==> src/alsm_defines.vh <==
// Constants for the slave application-layer state machine
`ifndef ALSM_DEFINES_VH
`define ALSM_DEFINES_VH

// ****************************************
// Register offsets
// ****************************************
`define ALSM_OFS_STATE_REQUEST 16'h0120
`define ALSM_OFS_STATE_REPORT 16'h0130
`define ALSM_OFS_ERROR_CODE 16'h0134

// ****************************************
// Field positions
// ****************************************
`define ALSM_STATE_MSB 3
`define ALSM_ACK_BIT 4
`define ALSM_CHANGE_BIT 4

// ****************************************
// State codes, shared by request and report
// ****************************************
`define ALSM_ST_INIT 4'h1
`define ALSM_ST_PREOP 4'h2
`define ALSM_ST_BOOT 4'h3
`define ALSM_ST_SAFEOP 4'h4
`define ALSM_ST_OP 4'h8

// ****************************************
// Transition error codes
// ****************************************
`define ALSM_ERR_NONE 16'h0000
`define ALSM_ERR_UNSPEC 16'h0001
`define ALSM_ERR_BAD_CHANGE 16'h0011
`define ALSM_ERR_UNKNOWN 16'h0012
`define ALSM_ERR_MBX_BOOT 16'h0015
`define ALSM_ERR_MBX_PREOP 16'h0016
`define ALSM_ERR_SM_CFG 16'h0017
`define ALSM_ERR_SM_WDOG 16'h001B
`define ALSM_ERR_OUT_CFG 16'h001D
`define ALSM_ERR_IN_CFG 16'h001E

// ****************************************
// Reset values
// ****************************************
`define ALSM_RST_REQUEST 16'h0001
`define ALSM_RST_STATE 4'h1
`define ALSM_RST_CODE 16'h0000

`endif

==> src/alsm_reset_sync.v <==
// Two-stage release synchroniser for the active-low reset
`timescale 1ns/1ps
module alsm_reset_sync (
  input wire clk,
  input wire rstn,
  output wire rst_sync_n
);
  reg stage1;
  reg stage2;

  // Assert at once, release only after two clean edges
  always @(posedge clk or negedge rstn) begin
    if (!rstn) begin
      stage1 <= 1'b0;
      stage2 <= 1'b0;
    end else begin
      stage1 <= 1'b1;
      stage2 <= stage1;
    end
  end

  assign rst_sync_n = stage2;
endmodule // alsm_reset_sync

==> src/alsm_state_machine.v <==
// Slave application-layer state machine with its three registers
//
// Function
// - Request write triggers transition attempt
// - Decode request codes 1,2,3,4,8
// - Acknowledge bit one clears change flag
// - Report current state in bits 0-3
// - Status bit 4 flags a refused request or a fault
// - Failed transition sets flag, loads code
// - Codes 0000, 0001, 0012 behaviour
// - Illegal transitions refused with 0011
// - Bad mailbox setup keeps Init, 0015/0016
// - Bad sync manager setup gives 0017
// - Watchdog/output faults drop Op to SafeOp, input faults drop Op/SafeOp to PreOp
`timescale 1ns/1ps
`include "alsm_defines.vh"
module alsm_state_machine #(
  parameter ADDR_W = 16,
  parameter DATA_W = 16
) (
  input wire clk,
  input wire rstn,
  input wire [ADDR_W-1:0] reg_addr,
  input wire reg_wr,
  input wire [DATA_W-1:0] reg_wdata,
  input wire reg_rd,
  output reg [DATA_W-1:0] reg_rdata,
  output reg reg_rvalid,
  input wire mbx_cfg_ok,
  input wire sm_cfg_ok,
  input wire out_cfg_ok,
  input wire in_cfg_ok,
  input wire sm_watchdog_expired,
  input wire out_cfg_fault,
  input wire in_cfg_fault,
  input wire unspecified_fault,
  output reg [3:0] current_state,
  output reg change_flag
);
  wire rst_n;
  reg [DATA_W-1:0] state_request;
  reg [DATA_W-1:0] transition_error_code;
  reg [3:0] next_state;
  reg next_flag;
  reg [DATA_W-1:0] next_code;
  reg known_req;
  wire req_wr;
  wire [3:0] req_state;
  wire [DATA_W-1:0] state_report;

  alsm_reset_sync u_reset_sync (
    .clk(clk),
    .rstn(rstn),
    .rst_sync_n(rst_n)
  );

  // ****************************************
  // Request register
  // ****************************************
  assign req_wr = reg_wr && (reg_addr == `ALSM_OFS_STATE_REQUEST);
  assign req_state = reg_wdata[`ALSM_STATE_MSB:0];

  always @(posedge clk or negedge rst_n) begin
    if (!rst_n) begin
      state_request <= `ALSM_RST_REQUEST;
    end else if (req_wr) begin
      state_request <= reg_wdata;
    end
  end

  // ****************************************
  // Transition evaluation
  // ****************************************
  always @* begin
    next_state = current_state;
    next_flag = change_flag;
    next_code = transition_error_code;
    known_req = 1'b0;
    if (req_wr) begin
      // Ack clears first so a fault raised by the same write still wins
      if (reg_wdata[`ALSM_ACK_BIT]) begin
        next_flag = 1'b0;
      end
      case (req_state)
        `ALSM_ST_INIT, `ALSM_ST_PREOP, `ALSM_ST_BOOT, `ALSM_ST_SAFEOP, `ALSM_ST_OP: begin
          known_req = 1'b1;
        end
        default: begin
          known_req = 1'b0;
        end
      endcase
      if (!known_req) begin
        next_flag = 1'b1;
        next_code = `ALSM_ERR_UNKNOWN;
      end else if (req_state == current_state) begin
        // Already there: state and code are left alone
        next_code = transition_error_code;
      end else if (req_state == `ALSM_ST_INIT) begin
        next_state = `ALSM_ST_INIT;
        next_code = `ALSM_ERR_NONE;
      end else begin
        case (current_state)
          `ALSM_ST_INIT: begin
            if (req_state == `ALSM_ST_PREOP || req_state == `ALSM_ST_BOOT) begin
              if (!mbx_cfg_ok) begin
                next_flag = 1'b1;
                next_code = (req_state == `ALSM_ST_BOOT) ?
                  `ALSM_ERR_MBX_BOOT : `ALSM_ERR_MBX_PREOP;
              end else begin
                next_state = req_state;
                next_code = `ALSM_ERR_NONE;
              end
            end else begin
              next_flag = 1'b1;
              next_code = `ALSM_ERR_BAD_CHANGE;
            end
          end
          `ALSM_ST_PREOP: begin
            if (req_state == `ALSM_ST_SAFEOP) begin
              if (!sm_cfg_ok) begin
                next_flag = 1'b1;
                next_code = `ALSM_ERR_SM_CFG;
              end else if (!out_cfg_ok) begin
                next_flag = 1'b1;
                next_code = `ALSM_ERR_OUT_CFG;
              end else if (!in_cfg_ok) begin
                next_flag = 1'b1;
                next_code = `ALSM_ERR_IN_CFG;
              end else begin
                next_state = `ALSM_ST_SAFEOP;
                next_code = `ALSM_ERR_NONE;
              end
            end else begin
              next_flag = 1'b1;
              next_code = `ALSM_ERR_BAD_CHANGE;
            end
          end
          `ALSM_ST_SAFEOP: begin
            if (req_state == `ALSM_ST_OP) begin
              if (!sm_cfg_ok) begin
                next_flag = 1'b1;
                next_code = `ALSM_ERR_SM_CFG;
              end else begin
                next_state = `ALSM_ST_OP;
                next_code = `ALSM_ERR_NONE;
              end
            end else if (req_state == `ALSM_ST_PREOP) begin
              next_state = `ALSM_ST_PREOP;
              next_code = `ALSM_ERR_NONE;
            end else begin
              next_flag = 1'b1;
              next_code = `ALSM_ERR_BAD_CHANGE;
            end
          end
          `ALSM_ST_OP: begin
            if (req_state == `ALSM_ST_SAFEOP || req_state == `ALSM_ST_PREOP) begin
              next_state = req_state;
              next_code = `ALSM_ERR_NONE;
            end else begin
              next_flag = 1'b1;
              next_code = `ALSM_ERR_BAD_CHANGE;
            end
          end
          default: begin
            // Bootstrap only leaves toward Init
            next_flag = 1'b1;
            next_code = `ALSM_ERR_BAD_CHANGE;
          end
        endcase
      end
    end
    // Local faults override the request in the same cycle
    if (current_state == `ALSM_ST_OP || current_state == `ALSM_ST_SAFEOP) begin
      if (in_cfg_fault) begin
        next_state = `ALSM_ST_PREOP;
        next_flag = 1'b1;
        next_code = `ALSM_ERR_IN_CFG;
      end else if (out_cfg_fault) begin
        next_state = `ALSM_ST_SAFEOP;
        next_flag = 1'b1;
        next_code = `ALSM_ERR_OUT_CFG;
      end else if (sm_watchdog_expired) begin
        next_state = `ALSM_ST_SAFEOP;
        next_flag = 1'b1;
        next_code = `ALSM_ERR_SM_WDOG;
      end else if (unspecified_fault) begin
        next_flag = 1'b1;
        next_code = `ALSM_ERR_UNSPEC;
      end
    end else if (unspecified_fault) begin
      next_flag = 1'b1;
      next_code = `ALSM_ERR_UNSPEC;
    end
  end

  // ****************************************
  // State, flag and code registers
  // ****************************************
  always @(posedge clk or negedge rst_n) begin
    if (!rst_n) begin
      current_state <= `ALSM_RST_STATE;
      change_flag <= 1'b0;
      transition_error_code <= `ALSM_RST_CODE;
    end else begin
      current_state <= next_state;
      change_flag <= next_flag;
      transition_error_code <= next_code;
    end
  end

  // ****************************************
  // Read port
  // ****************************************
  assign state_report = {{(DATA_W-5){1'b0}}, change_flag, current_state};

  always @(posedge clk or negedge rst_n) begin
    if (!rst_n) begin
      reg_rdata <= {DATA_W{1'b0}};
      reg_rvalid <= 1'b0;
    end else begin
      reg_rvalid <= reg_rd;
      if (reg_rd) begin
        case (reg_addr)
          `ALSM_OFS_STATE_REQUEST: begin
            reg_rdata <= state_request;
          end
          `ALSM_OFS_STATE_REPORT: begin
            reg_rdata <= state_report;
          end
          `ALSM_OFS_ERROR_CODE: begin
            reg_rdata <= transition_error_code;
          end
          default: begin
            // Unmapped offsets read as zero
            reg_rdata <= {DATA_W{1'b0}};
          end
        endcase
      end
    end
  end
endmodule // alsm_state_machine

==> config.mk <==
export PLATFORM = sky130hd
export DESIGN_NAME = alsm_state_machine
export DESIGN_NICKNAME = d
export VERILOG_FILES = /design/src/alsm_reset_sync.v /design/src/alsm_state_machine.v
export VERILOG_INCLUDE_DIRS = /design/src
export SDC_FILE = /design/constraint.sdc
export NUM_CORES = 1
export LEC_CHECK = 0
export BUFFER_PORTS_ARGS = -buffer_cell sky130_fd_sc_hd__buf_2
export CORE_ASPECT_RATIO = 1.1
export CORE_MARGIN = 4
export CORE_UTILIZATION = 54
export CTS_CLUSTER_DIAMETER = 30
export DETAILED_ROUTE_END_ITERATION = 8
export PLACE_DENSITY_LB_ADDON = 0.08
export SLEW_MARGIN = 15
export SYNTH_ARGS = -nofsm -noshare
export SYNTH_HDL_FRONTEND = slang
export SYNTH_SLANG_ARGS = --single-unit
==> constraint.sdc <==
create_clock -name clk -period 2.4 [get_ports clk]
set_input_delay 0.48 -clock clk [delete_from_list [all_inputs] [get_ports clk]]
set_output_delay 0.48 -clock clk [all_outputs]
set_load 0.05 [all_outputs]
-- After elaboration in Yosys (flattened, before gate mapping)
Index checks and enable logic that the tools add are counted.
- bitwise logic cells: 0
- $add $sub $neg: 0
- reductions and logical operators: 5
- muxes and demuxes: 64
- equal/unequal tests: 13
- shifts and indexed selects: 0
- div/mod/pow operators: 0
- multipliers: 0
- $lt $le $gt $ge: 0
- operators by type and width (kind ; number):
    16-bit 2-to-1 mux ; 12
    4-bit 2-to-1 mux ; 18
    16-bit one-hot mux with 4 select lines ; 1
    16-bit by 9-bit == test with 1-bit output, second input constant ; 3
    16-bit one-hot mux with 3 select lines ; 1
    5-bit 2-to-1 mux ; 7
    1-bit 2-to-1 mux ; 22
    4-bit one-hot mux with 4 select lines ; 1
    4-bit by 2-bit == test with 1-bit output, second input constant ; 3
    4-bit by 1-bit == test with 1-bit output, second input constant ; 2
    4-bit by 3-bit == test with 1-bit output, second input constant ; 2
    4-bit == test, second input constant ; 2
    5-bit OR reduction ; 1
    4-bit == test ; 1
    1-bit one-hot mux with 4 select lines ; 1
    1-bit logical OR ; 3
    2-bit 2-to-1 mux ; 1
    1-bit logical AND ; 1
- latch bits: 0
- output and inout port bits: 22
- bits in writable memories: 0
- memories: 0
- input port bits: 44
- ROM bits: 0
- register bits: 56

-- Longest topological paths before layout
Gate-level depths: netlist (run 1).
- depth after elaboration: 15
- gate-level depth with buffers: 8

-- Cells and area by module
A second synthesis (run 1) with hierarchy kept.
- cells, all modules: 293
- area total of the unflattened synthesis: 2985.4 um^2
- modules (own cells, without submodules) (module ; cells an instance ; instances ; area an instance (um^2) ; sequential area each (um^2)):
    alsm_state_machine ; 290 ; 1 ; 2931.6 ; 1353.8
    alsm_reset_sync ; 3 ; 1 ; 53.8 ; 50.0

-- Least setup slack after synthesis (run 1)
No wires, ideal clock.
- path type: reg2reg
- start point: register current_state[2]
- end point: register current_state[2]
- buffers on the path: 1
- path slack: 104 ps
- stages on the path, launching flop included: 7
- arrival time: 2218 ps
- library setup time: 77 ps
- cells stage by stage: dfrtp_1 -> buf_2 -> nor4b_1 -> a211o_1 -> o21ai_0 -> a2111o_1 -> a21oi_1
- word-level cells in the longest chain between the ends: 13
- elaborated cells on any way between the ends: 25
- RTL lines (item ; RTL line ; text):
    start, declared ; alsm_state_machine.v:37 ; output reg [3:0] current_state,
    start signal, assigned ; alsm_state_machine.v:201 ; current_state <= `ALSM_RST_STATE;
    start signal, assigned ; alsm_state_machine.v:205 ; current_state <= next_state;
    4-bit 2-to-1 mux ; alsm_state_machine.v:126 ; end else if (!in_cfg_ok) begin
    4-bit 2-to-1 mux ; alsm_state_machine.v:123 ; end else if (!out_cfg_ok) begin
    4-bit 2-to-1 mux ; alsm_state_machine.v:120 ; if (!sm_cfg_ok) begin
    4-bit 2-to-1 mux ; alsm_state_machine.v:119 ; if (req_state == `ALSM_ST_SAFEOP) begin
    4-bit one-hot mux with 4 select lines ; alsm_state_machine.v:102 ; case (current_state)
    4-bit 2-to-1 mux ; alsm_state_machine.v:98 ; end else if (req_state == `ALSM_ST_INIT) begin
    4-bit 2-to-1 mux ; alsm_state_machine.v:95 ; end else if (req_state == current_state) begin
    4-bit 2-to-1 mux ; alsm_state_machine.v:92 ; if (!known_req) begin
    4-bit 2-to-1 mux ; alsm_state_machine.v:79 ; if (req_wr) begin
    4-bit 2-to-1 mux ; alsm_state_machine.v:182 ; end else if (sm_watchdog_expired) begin
    4-bit 2-to-1 mux ; alsm_state_machine.v:178 ; end else if (out_cfg_fault) begin
    4-bit 2-to-1 mux ; alsm_state_machine.v:174 ; if (in_cfg_fault) begin
    4-bit 2-to-1 mux * ; alsm_state_machine.v:173 ; if (current_state == `ALSM_ST_OP || current_state == `ALSM_ST_SAFEOP) begin
    via next_state[2] ; alsm_state_machine.v:43 ; reg [3:0] next_state;
The timed path passes the listed nets; every way through them passes the cells marked *.
A chain may end at the register's enable or synchronous reset.

-- Worst setup path after layout (run 1)
- start point: register current_state[0]
- end point: register current_state[3]
- word-level cells in the longest chain between the ends: 10
- elaborated cells on any way between the ends: 15
- RTL lines (item ; RTL line):
    4-bit == test, or another cell as far along ; alsm_state_machine.v:102
    4-bit one-hot mux with 4 select lines ; alsm_state_machine.v:102
    4-bit 2-to-1 mux ; alsm_state_machine.v:98
    4-bit 2-to-1 mux ; alsm_state_machine.v:95
    4-bit 2-to-1 mux ; alsm_state_machine.v:92
    4-bit 2-to-1 mux ; alsm_state_machine.v:79
    4-bit 2-to-1 mux ; alsm_state_machine.v:182
    4-bit 2-to-1 mux ; alsm_state_machine.v:178
    4-bit 2-to-1 mux ; alsm_state_machine.v:174
    4-bit 2-to-1 mux * ; alsm_state_machine.v:173
    via next_state[3] ; alsm_state_machine.v:43
Marks and branches as above.

==> qor.yml, run 1 <==
synth_cell_types: 52
worstSetupEndpointType: "register"
place_congestion: 0.925
synthesis.area_sq_mm: 0.00295
antennaDiodeCount: 0
area_growth_pct: 24.3
fmax_ghz: 0.431
yosysWarnings: 0
synth_edf_count: 0
ys_top_cells_by_area: "dfrtp_1 46%, mux2_2 6.1%, nor2_1 4.2%, o21ai_0 3.9%, a22oi_1 3.6%"
seqPwrFrac_pct: 41.5
core_area_sq_mm: 0.00513
routedWlPerCell_um: 16.3
port_buffers: 65
drive_gt1_share_pct: 33.8
synthCells: 309
yosysTopAreaCellShare_pct: 45.8
cp-start-kind: "register"
ir_drop_uv: 459
setup.worst_path.start: "current_state[0]$_DFF_PN1_"
drtIter0Drc: 158
wl_met1_um: 3160
synth_seq_cells: 56
stdcell_count: 471
yosysSeqAreaShare_pct: 47.5
post-route-util_pct: 71.5
synth_top_family_by_area: "simple AND/OR/NAND/NOR gates"
start_util_pct: 57.5
period_needed_ns: 2.32
combPwrFrac_pct: 37.1
io-pin-count: 66
switching_share_pct: 37.4
grt_overflow: 0
worstPathCellList: "xor2_1 -> nor4_1 -> buf_4 -> or4b_1 -> or4_1 -> a21oi_2"
grt_pass1_wl_um: 13100
worstMarginPinSlew_ns: 0.608
grt_pass1_vias: 2721
internal-power_mw: 1.65
syn_avg_cell_area_sq_um: 9.56
ys.flop_type: "dfrtp_1"
clkTransAtPathRegs_ns: 0.11
arrival_ns: 2.56
die_h_um: 85.6
wl_um: 7660
synth_compound_area_share_pct: 17.9
slowest_stage: "dfstp_2"
n_fill_cell: 413
maxCapViolCount: 0
path_delay_family: "simple AND/OR/NAND/NOR gates"
cp.required_ns: 2.64
viasPerCell: 5.79
async_flop_share_pct: 100
r2r-start: "current_state[0]$_DFF_PN1_"
die_w_um: 78.5
p_total_mw: 2.64
cts.sinks: 56
routed.top_layer: "met4"
crit_buf_inv: 1
slowest_delay_ns: 0.62
fp-row-count: 27
synth.area.mux_share_pct: 8.47
wl_met3_um: 416
p_per_area_mw_per_mm2: 719
setup_ws_ns: 0.0782
place_area_sq_mm: 0.00353
vias: 2729
dp.cells: 460
cts_tree: "yes"
cp_max_fo: 6
drt_pass1_iterations: 4
min_path_type: "reg -> async"
synthSimpleGateAreaFrac_pct: 20.6
synth_nets: 353
nNetsFinal: 442
cts_buffer_depth: 2
cts-root-buf: "clkbuf_8"
finalCritPeriodShare_pct: 96.7
track_usage_pct: 24.2
place.detailed.hpwl_um: 5960
grt_max_degree: 31
slew_headroom_pct: 58.9
die_area_sq_mm: 0.00672
power_switching_mw: 0.987
finalHoldViolations: 0
synth_xor_area_share_pct: 1.78
drcViolationCount: 0
status: "complete, no violations"
drv_slew: 0
rsz0062_at_grt: "no"
antenna_found_initial: 0
clockPowerShare_pct: 21.3
met2_length_um: 3800
setup_viol: 0
leakagePower_nw: 1.74
yosys.area.top_type: "dfrtp_1"
post-place-ws_ns: -0.00295
ctsHtreeMaxLevel: 2
cts-buffers-inserted: 5
clkLatencyLatePin_ns: 0.31
crit_type: "reg -> reg"
antenna_left: 0
finClkSkew_ns: 0.00657
synthAdderAreaFrac_pct: 0
postLayoutCellArea_sq_mm: 0.00367
[power by group through the flow]
stage / Combinational (mW) / Sequential, mW / Clock [mW]
after global routing: 1.07 / 1.11 / 0.616
after CTS: 0.973 / 1.09 / 0.577
after detailed placement: 0.969 / 1.11 / 0
after global placement: 0.971 / 1.11 / 0
after floorplan: 0.484 / 1.19 / 0
final: 0.980 / 1.10 / 0.563
[worst reg2reg max path, stage by stage (launching register included)]
cell and delay (ns):
dfstp_2 0.62, xor2_1 0.16, nor4_1 0.07, buf_4 0.15, or4b_1 0.53, or4_1 0.55
a21oi_2 0.18
[Yosys cell counts (all sizes together), types with 2 or more instances]
master / number
or4: 2
nand2b: 6
mux2i: 7
dfrtp: 54
a21oi: 20
clkbuf: 9
a22oi: 14
nand2: 21
or4b: 2
nor4: 3
buf: 9
dfstp: 2
a211oi: 2
a31oi: 3
mux2: 16
nor4b: 6
nor2b: 6
nor3: 11
o21ai: 23
xor2: 6
and2: 13
or3b: 2
nand3: 5
o22ai: 2
and3: 3
inv: 8
nor2: 33
a21o: 2
[metal layers]
metal	up-vias	global-route usage [%]
li1	1293	-
met2	99	40.8
met5	-	0
met4	0	9.86
met3	26	4.83
met1	1311	30.4
[kinds of logic after synthesis]
family | count (synthesis)
other cells | 1
compound gates | 82
flops | 56
simple gates | 115
mux | 23
buf+inv | 26
xor+xnor | 6
[flip-flops by register name, summed over array words and instances (netlist names)]
signal,flops
change_flag,1
u_reset_sync.rst_sync_n,1
reg_rvalid,1
u_reset_sync.stage1,1
reg_rdata,16
state_request,16
transition_error_code,16
current_state,4
[layout make-up]
cell class	count	area (sq um)	area share (%)
multi-input combinational	227	1450	39.5
sequential	56	1410	38.3
timing repair buffer	100	591	16.1
tap	72	90.1	2.45
clock buffer	5	68.8	1.87
clock inverter	3	33.8	0.920
inverter	8	30.0	0.818
[through the flow]
stage / TNS (ns) / hold WS [ns]
6_report: 0 / 0.267
3_5_place_dp: -0.00423 / 0.268
3_3_place_gp: -0.00927 / 0.263
4_1_cts: 0 / 0.280
2_1_floorplan: 0 / 0.184
5_1_grt: 0 / 0.320
[worst paths after layout]
kind / endpoint / slack (ns) / cells past startpoint
worst min register to register: reg_rdata[6]$_DFFE_PN0P_ / 0.27 / 1
min in group clk: u_reset_sync.rst_sync_n$_DFF_PN0_ / 0.38 / 0
worst max register to register: current_state[3]$_DFF_PN0_ / 0.08 / 6
max in group asynchronous: u_reset_sync.rst_sync_n$_DFF_PN0_ / 1.82 / 2
worst min-delay path: reg_rdata[6]$_DFFE_PN0P_ / 0.27 / 1
worst max-delay path: current_state[3]$_DFF_PN0_ / 0.08 / 6
[placed cells by master (no fill, tap or decap), types with 5 or more instances in the layout]
cell / n
a21oi_1: 19
a22oi_1: 14
and2_1: 12
buf_2: 65
buf_4: 34
clkbuf_8: 5
dfrtp_1: 52
inv_1: 8
mux2_2: 16
mux2i_1: 7
nand2_1: 21
nand2b_1: 6
nand3_1: 5
nor2_1: 33
nor2b_1: 6
nor3_1: 11
o21ai_0: 23
xor2_1: 6
[timing repair]
item / 4_1_cts / 5_1_grt
setup endpoints to repair: 0 / 5
endpoints found under the hold margin: 2 / 0
setup buffers: 0 / 2
resized for setup: 0 / 4
hold buffers: 1 / 0
Power figures use the tool's default switching activity.
==> run 2, diff against run 1 <==
--- a/config.mk
+++ b/config.mk
@@ -6,10 +6,10 @@
 export SDC_FILE = /design/constraint.sdc
 export NUM_CORES = 1
 export LEC_CHECK = 0
+export ABC_AREA = 1
 export BUFFER_PORTS_ARGS = -buffer_cell sky130_fd_sc_hd__buf_2
-export CORE_ASPECT_RATIO = 1.1
 export CORE_MARGIN = 4
-export CORE_UTILIZATION = 54
+export CORE_UTILIZATION = 55
 export CTS_CLUSTER_DIAMETER = 30
 export DETAILED_ROUTE_END_ITERATION = 8
 export PLACE_DENSITY_LB_ADDON = 0.08
==> qor.yml, run 2 <==
synth_seq_cells: 56
wl_um: 7530
clkTransAtPathRegs_ns: 0.10
ys_top_cells_by_area: "dfrtp_1 43%, nand2_1 19%, inv_1 6.1%, nand3_1 4.8%, o21ai_0 4.8%"
yosysSeqAreaShare_pct: 44.8
slowest_stage: "dfstp_2"
area_growth_pct: 15.9
io-pin-count: 66
cp.required_ns: 2.63
p_per_area_mw_per_mm2: 670
vias: 2958
start_util_pct: 56.9
stdcell_count: 581
tns_ns: 0
finalCritPeriodShare_pct: 80.7
rsz0062_at_grt: "no"
final_common_cell: "nand2_1"
reg.largest.list: "reg_rdata (16), state_request (16), transition_error_code (16)"
die_h_um: 83.5
grt_max_degree: 55
yosysMostFrequentCell: "nand2_1"
drtIter0Drc: 249
place.detailed.hpwl_um: 5690
grt_overflow: 0
min_path_type: "in -> reg"
synth_cell_types: 31
crit_type: "reg -> reg"
yosysTopAreaCellShare_pct: 43.1
place_congestion: 1.02
cts_buffer_depth: 2
fmax_ghz: 0.516
setup_viol: 0
fp-row-count: 27
setup_ws_ns: 0.463
track_usage_pct: 22.5
yosys.area.top_type: "dfrtp_1"
worstSetupEndpointType: "register"
ir_drop_uv: 523
post-place-ws_ns: 0.370
antennaDiodeCount: 0
clkLatencyLatePin_ns: 0.31
drive_gt1_share_pct: 21.4
cp_common_cell: "nor2_2"
finClkSkew_ns: 0.00862
routedWlPerCell_um: 13.0
viasPerCell: 5.09
grt_pass1_wl_um: 13100
r2r_slack_ns: 0.46
nNetsFinal: 552
dp.cells: 572
arrival_ns: 2.16
synthTopCellsByCount: "162 x nand2_1, 54 x dfrtp_1, 51 x inv_1, 37 x nor2_1"
core_area_sq_mm: 0.00551
drcViolationCount: 0
drt_pass1_iterations: 5
cts-root-buf: "clkbuf_8"
finalHoldViolations: 0
syn_avg_cell_area_sq_um: 7.12
slowest_delay_ns: 0.62
final_cell_mix: "162 x nand2_1, 65 x buf_2, 53 x dfrtp_1"
antenna_found_initial: 0
multi_input_area_sq_mm: 0.00147
slew_headroom_pct: 55.2
cts_resized: 0
synth_edf_count: 0
cts-buffers-inserted: 5
async_flop_share_pct: 100
die_area_sq_mm: 0.00697
drv_slew: 0
n_fill_cell: 506
period_needed_ns: 1.94
post_cts_buffers: 0
synthCells: 440
yosysWarnings: 0
seq_area_sq_mm: 0.00141
hold_buffers: 1
leakagePower_nw: 1.95
cp_max_fo: 11
synthesis.area_sq_mm: 0.00313
maxCapViolCount: 0
antenna_left: 0
die_w_um: 83.5
worstPathCellList: "nor2_2 -> nand3_2 -> nand2_2 -> inv_4 -> nor2_2 -> nor3_4 -> nand3_2 -> nor2_2"
cts.sinks: 56
ctsHtreeMaxLevel: 2
status: "complete, no violations"
worstMarginPinSlew_ns: 0.672
ys.flop_type: "dfrtp_1"
port_buffers: 65
cp-start-kind: "register"
synth_nets: 484
cts_tree: "yes"
grt_pass1_vias: 2809
run 2: worst max-delay path, delay by kind of cell (launching register included):
family        cells  cell delay, ns
simple gates      7            1.14
buf+inv           1            0.09
flops             1            0.62
run 2: power breakdown:
part | internal (mW) | switching [mW]
logic | 0.253 | 0.599
registers | 1.00 | 0.0613
clock network | 0.209 | 0.307
run 2: area by class of cell:
class                           count  area share [%]
Timing Repair Buffer               71            10.3
Multi-Input combinational cell    319            40.4
Tap cell                           72            2.48
Sequential cell                    56            38.7
Clock inverter                      2           0.448
Inverter                           55            5.75
Clock buffer                        6            2.00
run 2: worst paths after layout:
kind	from	endpoint	cells after the start
hold reg to reg	u_reset_sync.stage1$_DFF_PN0_	u_reset_sync.rst_sync_n$_DFF_PN0_	0
max in group asynchronous	u_reset_sync.rst_sync_n$_DFF_PN0_	current_state[3]$_DFF_PN0_	1
hold / removal	reg_wdata[14]	state_request[14]$_DFFE_PN0P_	3
setup / recovery	current_state[0]$_DFF_PN1_	transition_error_code[14]$_DFF_PN0_	8
setup reg to reg	current_state[0]$_DFF_PN1_	transition_error_code[14]$_DFF_PN0_	8
min in group asynchronous	u_reset_sync.rst_sync_n$_DFF_PN0_	reg_rdata[13]$_DFFE_PN0P_	1
run 2: kinds of logic after synthesis:
logic type                after synthesis  share of synthesized area, %
and+or+nand+nor                       267                          37.8
AOI/OAI and AO/OA                      50                          8.66
other                                   1                         0.120
buffers and inverters                  65                          8.38
DFF                                    56                          44.8
xor gates and xnor gates                1                         0.279
run 2: layer usage:
| metal | GRT usage [%] | up-vias | part of all wire (%) | wire [um] |
|---|---|---|---|---|
| met5 | 0 | - | 0 | 0 |
| li1 | - | 1510 | - | - |
| met3 | 3.95 | 11 | 6.9 | 523 |
| met4 | 4.53 | 0 | 1.2 | 89 |
| met1 | 33.8 | 1334 | 49 | 3660 |
| met2 | 34.5 | 103 | 43 | 3260 |
run 2: per-stage QoR:
step	area, sq um	util [%]	power, mW	hold WS [ns]
6_report	3630	66.0	2.43	0.358
5_1_grt	3630	66.0	2.59	0.361
4_1_cts	3630	66.0	2.43	0.355
3_5_place_dp	3530	64.2	1.92	0.265
3_3_place_gp	3530	64.2	1.92	0.264
2_1_floorplan	3130	-	1.69	0.184
==> run 3, diff against run 2 <==
--- a/config.mk
+++ b/config.mk
@@ -6,10 +6,10 @@
 export SDC_FILE = /design/constraint.sdc
 export NUM_CORES = 1
 export LEC_CHECK = 0
-export ABC_AREA = 1
+export ABC_AREA = 0
 export BUFFER_PORTS_ARGS = -buffer_cell sky130_fd_sc_hd__buf_2
 export CORE_MARGIN = 4
-export CORE_UTILIZATION = 55
+export CORE_UTILIZATION = 54
 export CTS_CLUSTER_DIAMETER = 30
 export DETAILED_ROUTE_END_ITERATION = 8
 export PLACE_DENSITY_LB_ADDON = 0.08
==> constraint.sdc (replaced) <==
create_clock -name clk -period 1.8 [get_ports clk]
set_input_delay 0.36 -clock clk [delete_from_list [all_inputs] [get_ports clk]]
set_output_delay 0.36 -clock clk [all_outputs]
set_load 0.05 [all_outputs]
==> qor.yml, run 3 (synthesis results as in run 1) <==
grt_overflow: 0
cp.required_ns: 2.04
fin_hold_ws_ns: 0.275
worstSetupPathDepth: 5
grt_pass1_wl_um: 13900
vias: 2927
period_needed_ns: 2.05
setup.worst_path.start: "current_state[0]$_DFF_PN1_"
endpoint: "current_state[3]$_DFF_PN0_"
worstSetupEndpointType: "register"
clkLatencyLatePin_ns: 0.32
reg.largest.list: "reg_rdata (16), state_request (16), transition_error_code (16)"
arrival_ns: 2.29
r2r_slack_ns: -0.25
r2r-start: "current_state[0]$_DFF_PN1_"
worstMarginPinSlew_ns: 0.791
min_path_type: "in -> reg"
drtIter0Drc: 144
area_growth_pct: 42.5
port_buffers: 65
drt_pass1_iterations: 5
final_common_cell: "buf_2"
grt_max_degree: 35
path_delay_family: "simple AND/OR/NAND/NOR gates"
cp_max_fo: 5
routedWlPerCell_um: 17.4
worstPathCellList: "xor2_2 -> nor4_2 -> or4b_4 -> or4_1 -> a21oi_2"
wl_um: 8710
io-pin-count: 66
ir_drop_uv: 735
finClkSkew_ns: 0.0118
final_cell_mix: "65 x buf_2, 58 x buf_4, 50 x dfrtp_1"
maxCapViolCount: 0
antenna_left: 0
ctsHtreeMaxLevel: 2
viasPerCell: 5.83
start_util_pct: 56.7
slew_headroom_pct: 47.3
cts-root-buf: "clkbuf_8"
leakagePower_nw: 1.99
clkTransAtPathRegs_ns: 0.10
place.detailed.hpwl_um: 6200
slowest_stage: "dfstp_4"
nNetsFinal: 475
track_usage_pct: 27.3
status: "complete, but fails checks"
drcViolationCount: 0
r2r_end: "current_state[3]$_DFF_PN0_"
grt_pass1_vias: 2852
rsz0062_at_grt: "yes"
fmax_ghz: 0.488
hold_start: "reg_wdata[13]"
cts.sinks: 56
p_total_mw: 4.02
cts_buffer_depth: 2
place_area_sq_mm: 0.00380
post-route-util_pct: 80.9
crit_type: "reg -> reg"
antennaDiodeCount: 0
cp-start-kind: "register"
dp.cells: 483
drive_gt1_share_pct: 46.5
antenna_found_initial: 0
drv_slew: 0
die_area_sq_mm: 0.00671
reg2regPathDepth: 5
p_per_area_mw_per_mm2: 956
cts-buffers-inserted: 5
fp-row-count: 26
crit_buf_inv: 0
postLayoutCellArea_sq_mm: 0.00421
setup_viol: 21
die_w_um: 81.9
violations: "setup timing"
cts_tree: "yes"
stdcell_count: 502
setup_ws_ns: -0.249
slowest_delay_ns: 0.64
place_congestion: 0.915
core_area_sq_mm: 0.00520
die_h_um: 81.9
finalHoldViolations: 0
finalCritPeriodShare_pct: 114
## run 3: layout make-up
cell class | instances | area (sq um)
fill | 351 | 996
sequential | 56 | 1410
tap | 70 | 87.6
multi-input combinational | 227 | 1690
timing repair buffer | 133 | 881
clock inverter | 2 | 38.8
clock buffer | 6 | 72.6
inverter | 8 | 30.0
## run 3: timing repair
action	CTS	global route
endpoints found under the setup margin	21	22
setup buffers	8	4
endpoints found under the hold margin	2	0
pin swaps	10	12
gates resized for setup	18	28
hold buffers	1	0
## run 3: worst register-to-register path: stages (launching register included)
cell and delay [ns]:
dfstp_4 0.64, xor2_2 0.15, nor4_2 0.06, or4b_4 0.54, or4_1 0.45, a21oi_2 0.14
## run 3: power breakdown
group | internal (mW) | switching [mW] | total (mW) | leakage [nW]
combinational | 0.765 | 0.938 | 1.70 | 1.20
clock | 0.422 | 0.431 | 0.852 | 0.0558
sequential | 1.36 | 0.107 | 1.47 | 0.728
total | 2.55 | 1.48 | 4.02 | 1.99
## run 3: worst min-delay path by stage
| stage | to | cells past startpoint | slack, ns |
|---|---|---|---|
| finish | state_request[13]$_DFFE_PN0P_ | 2 | 0.27 |
| global route | state_request[6]$_DFFE_PN0P_ | 2 | 0.27 |
| CTS | state_request[13]$_DFFE_PN0P_ | 2 | 0.27 |
| detailed placement | u_reset_sync.stage1$_DFF_PN0_ | 1 | 0.15 |
| global placement | u_reset_sync.stage1$_DFF_PN0_ | 1 | 0.14 |
| floorplan | u_reset_sync.rst_sync_n$_DFF_PN0_ | 0 | 0.06 |
## run 3: per-stage QoR
step	worst slack (ns)	setup TNS, ns
detailed placement	-0.553	-13.16
CTS	-0.244	-2.30
global route	-0.320	-3.68
finish	-0.249	-2.13
floorplan	-0.267	-3.92
global placement	-0.438	-9.92
## run 3: metal layers
metal | global-route usage [%] | vias to the layer above | part of all wire (%)
li1 | - | 1356 | -
met1 | 37.7 | 1411 | 42
met2 | 43.3 | 135 | 48
met3 | 5.37 | 25 | 8.3
met4 | 8.64 | 0 | 2.1
met5 | 0 | - | 0
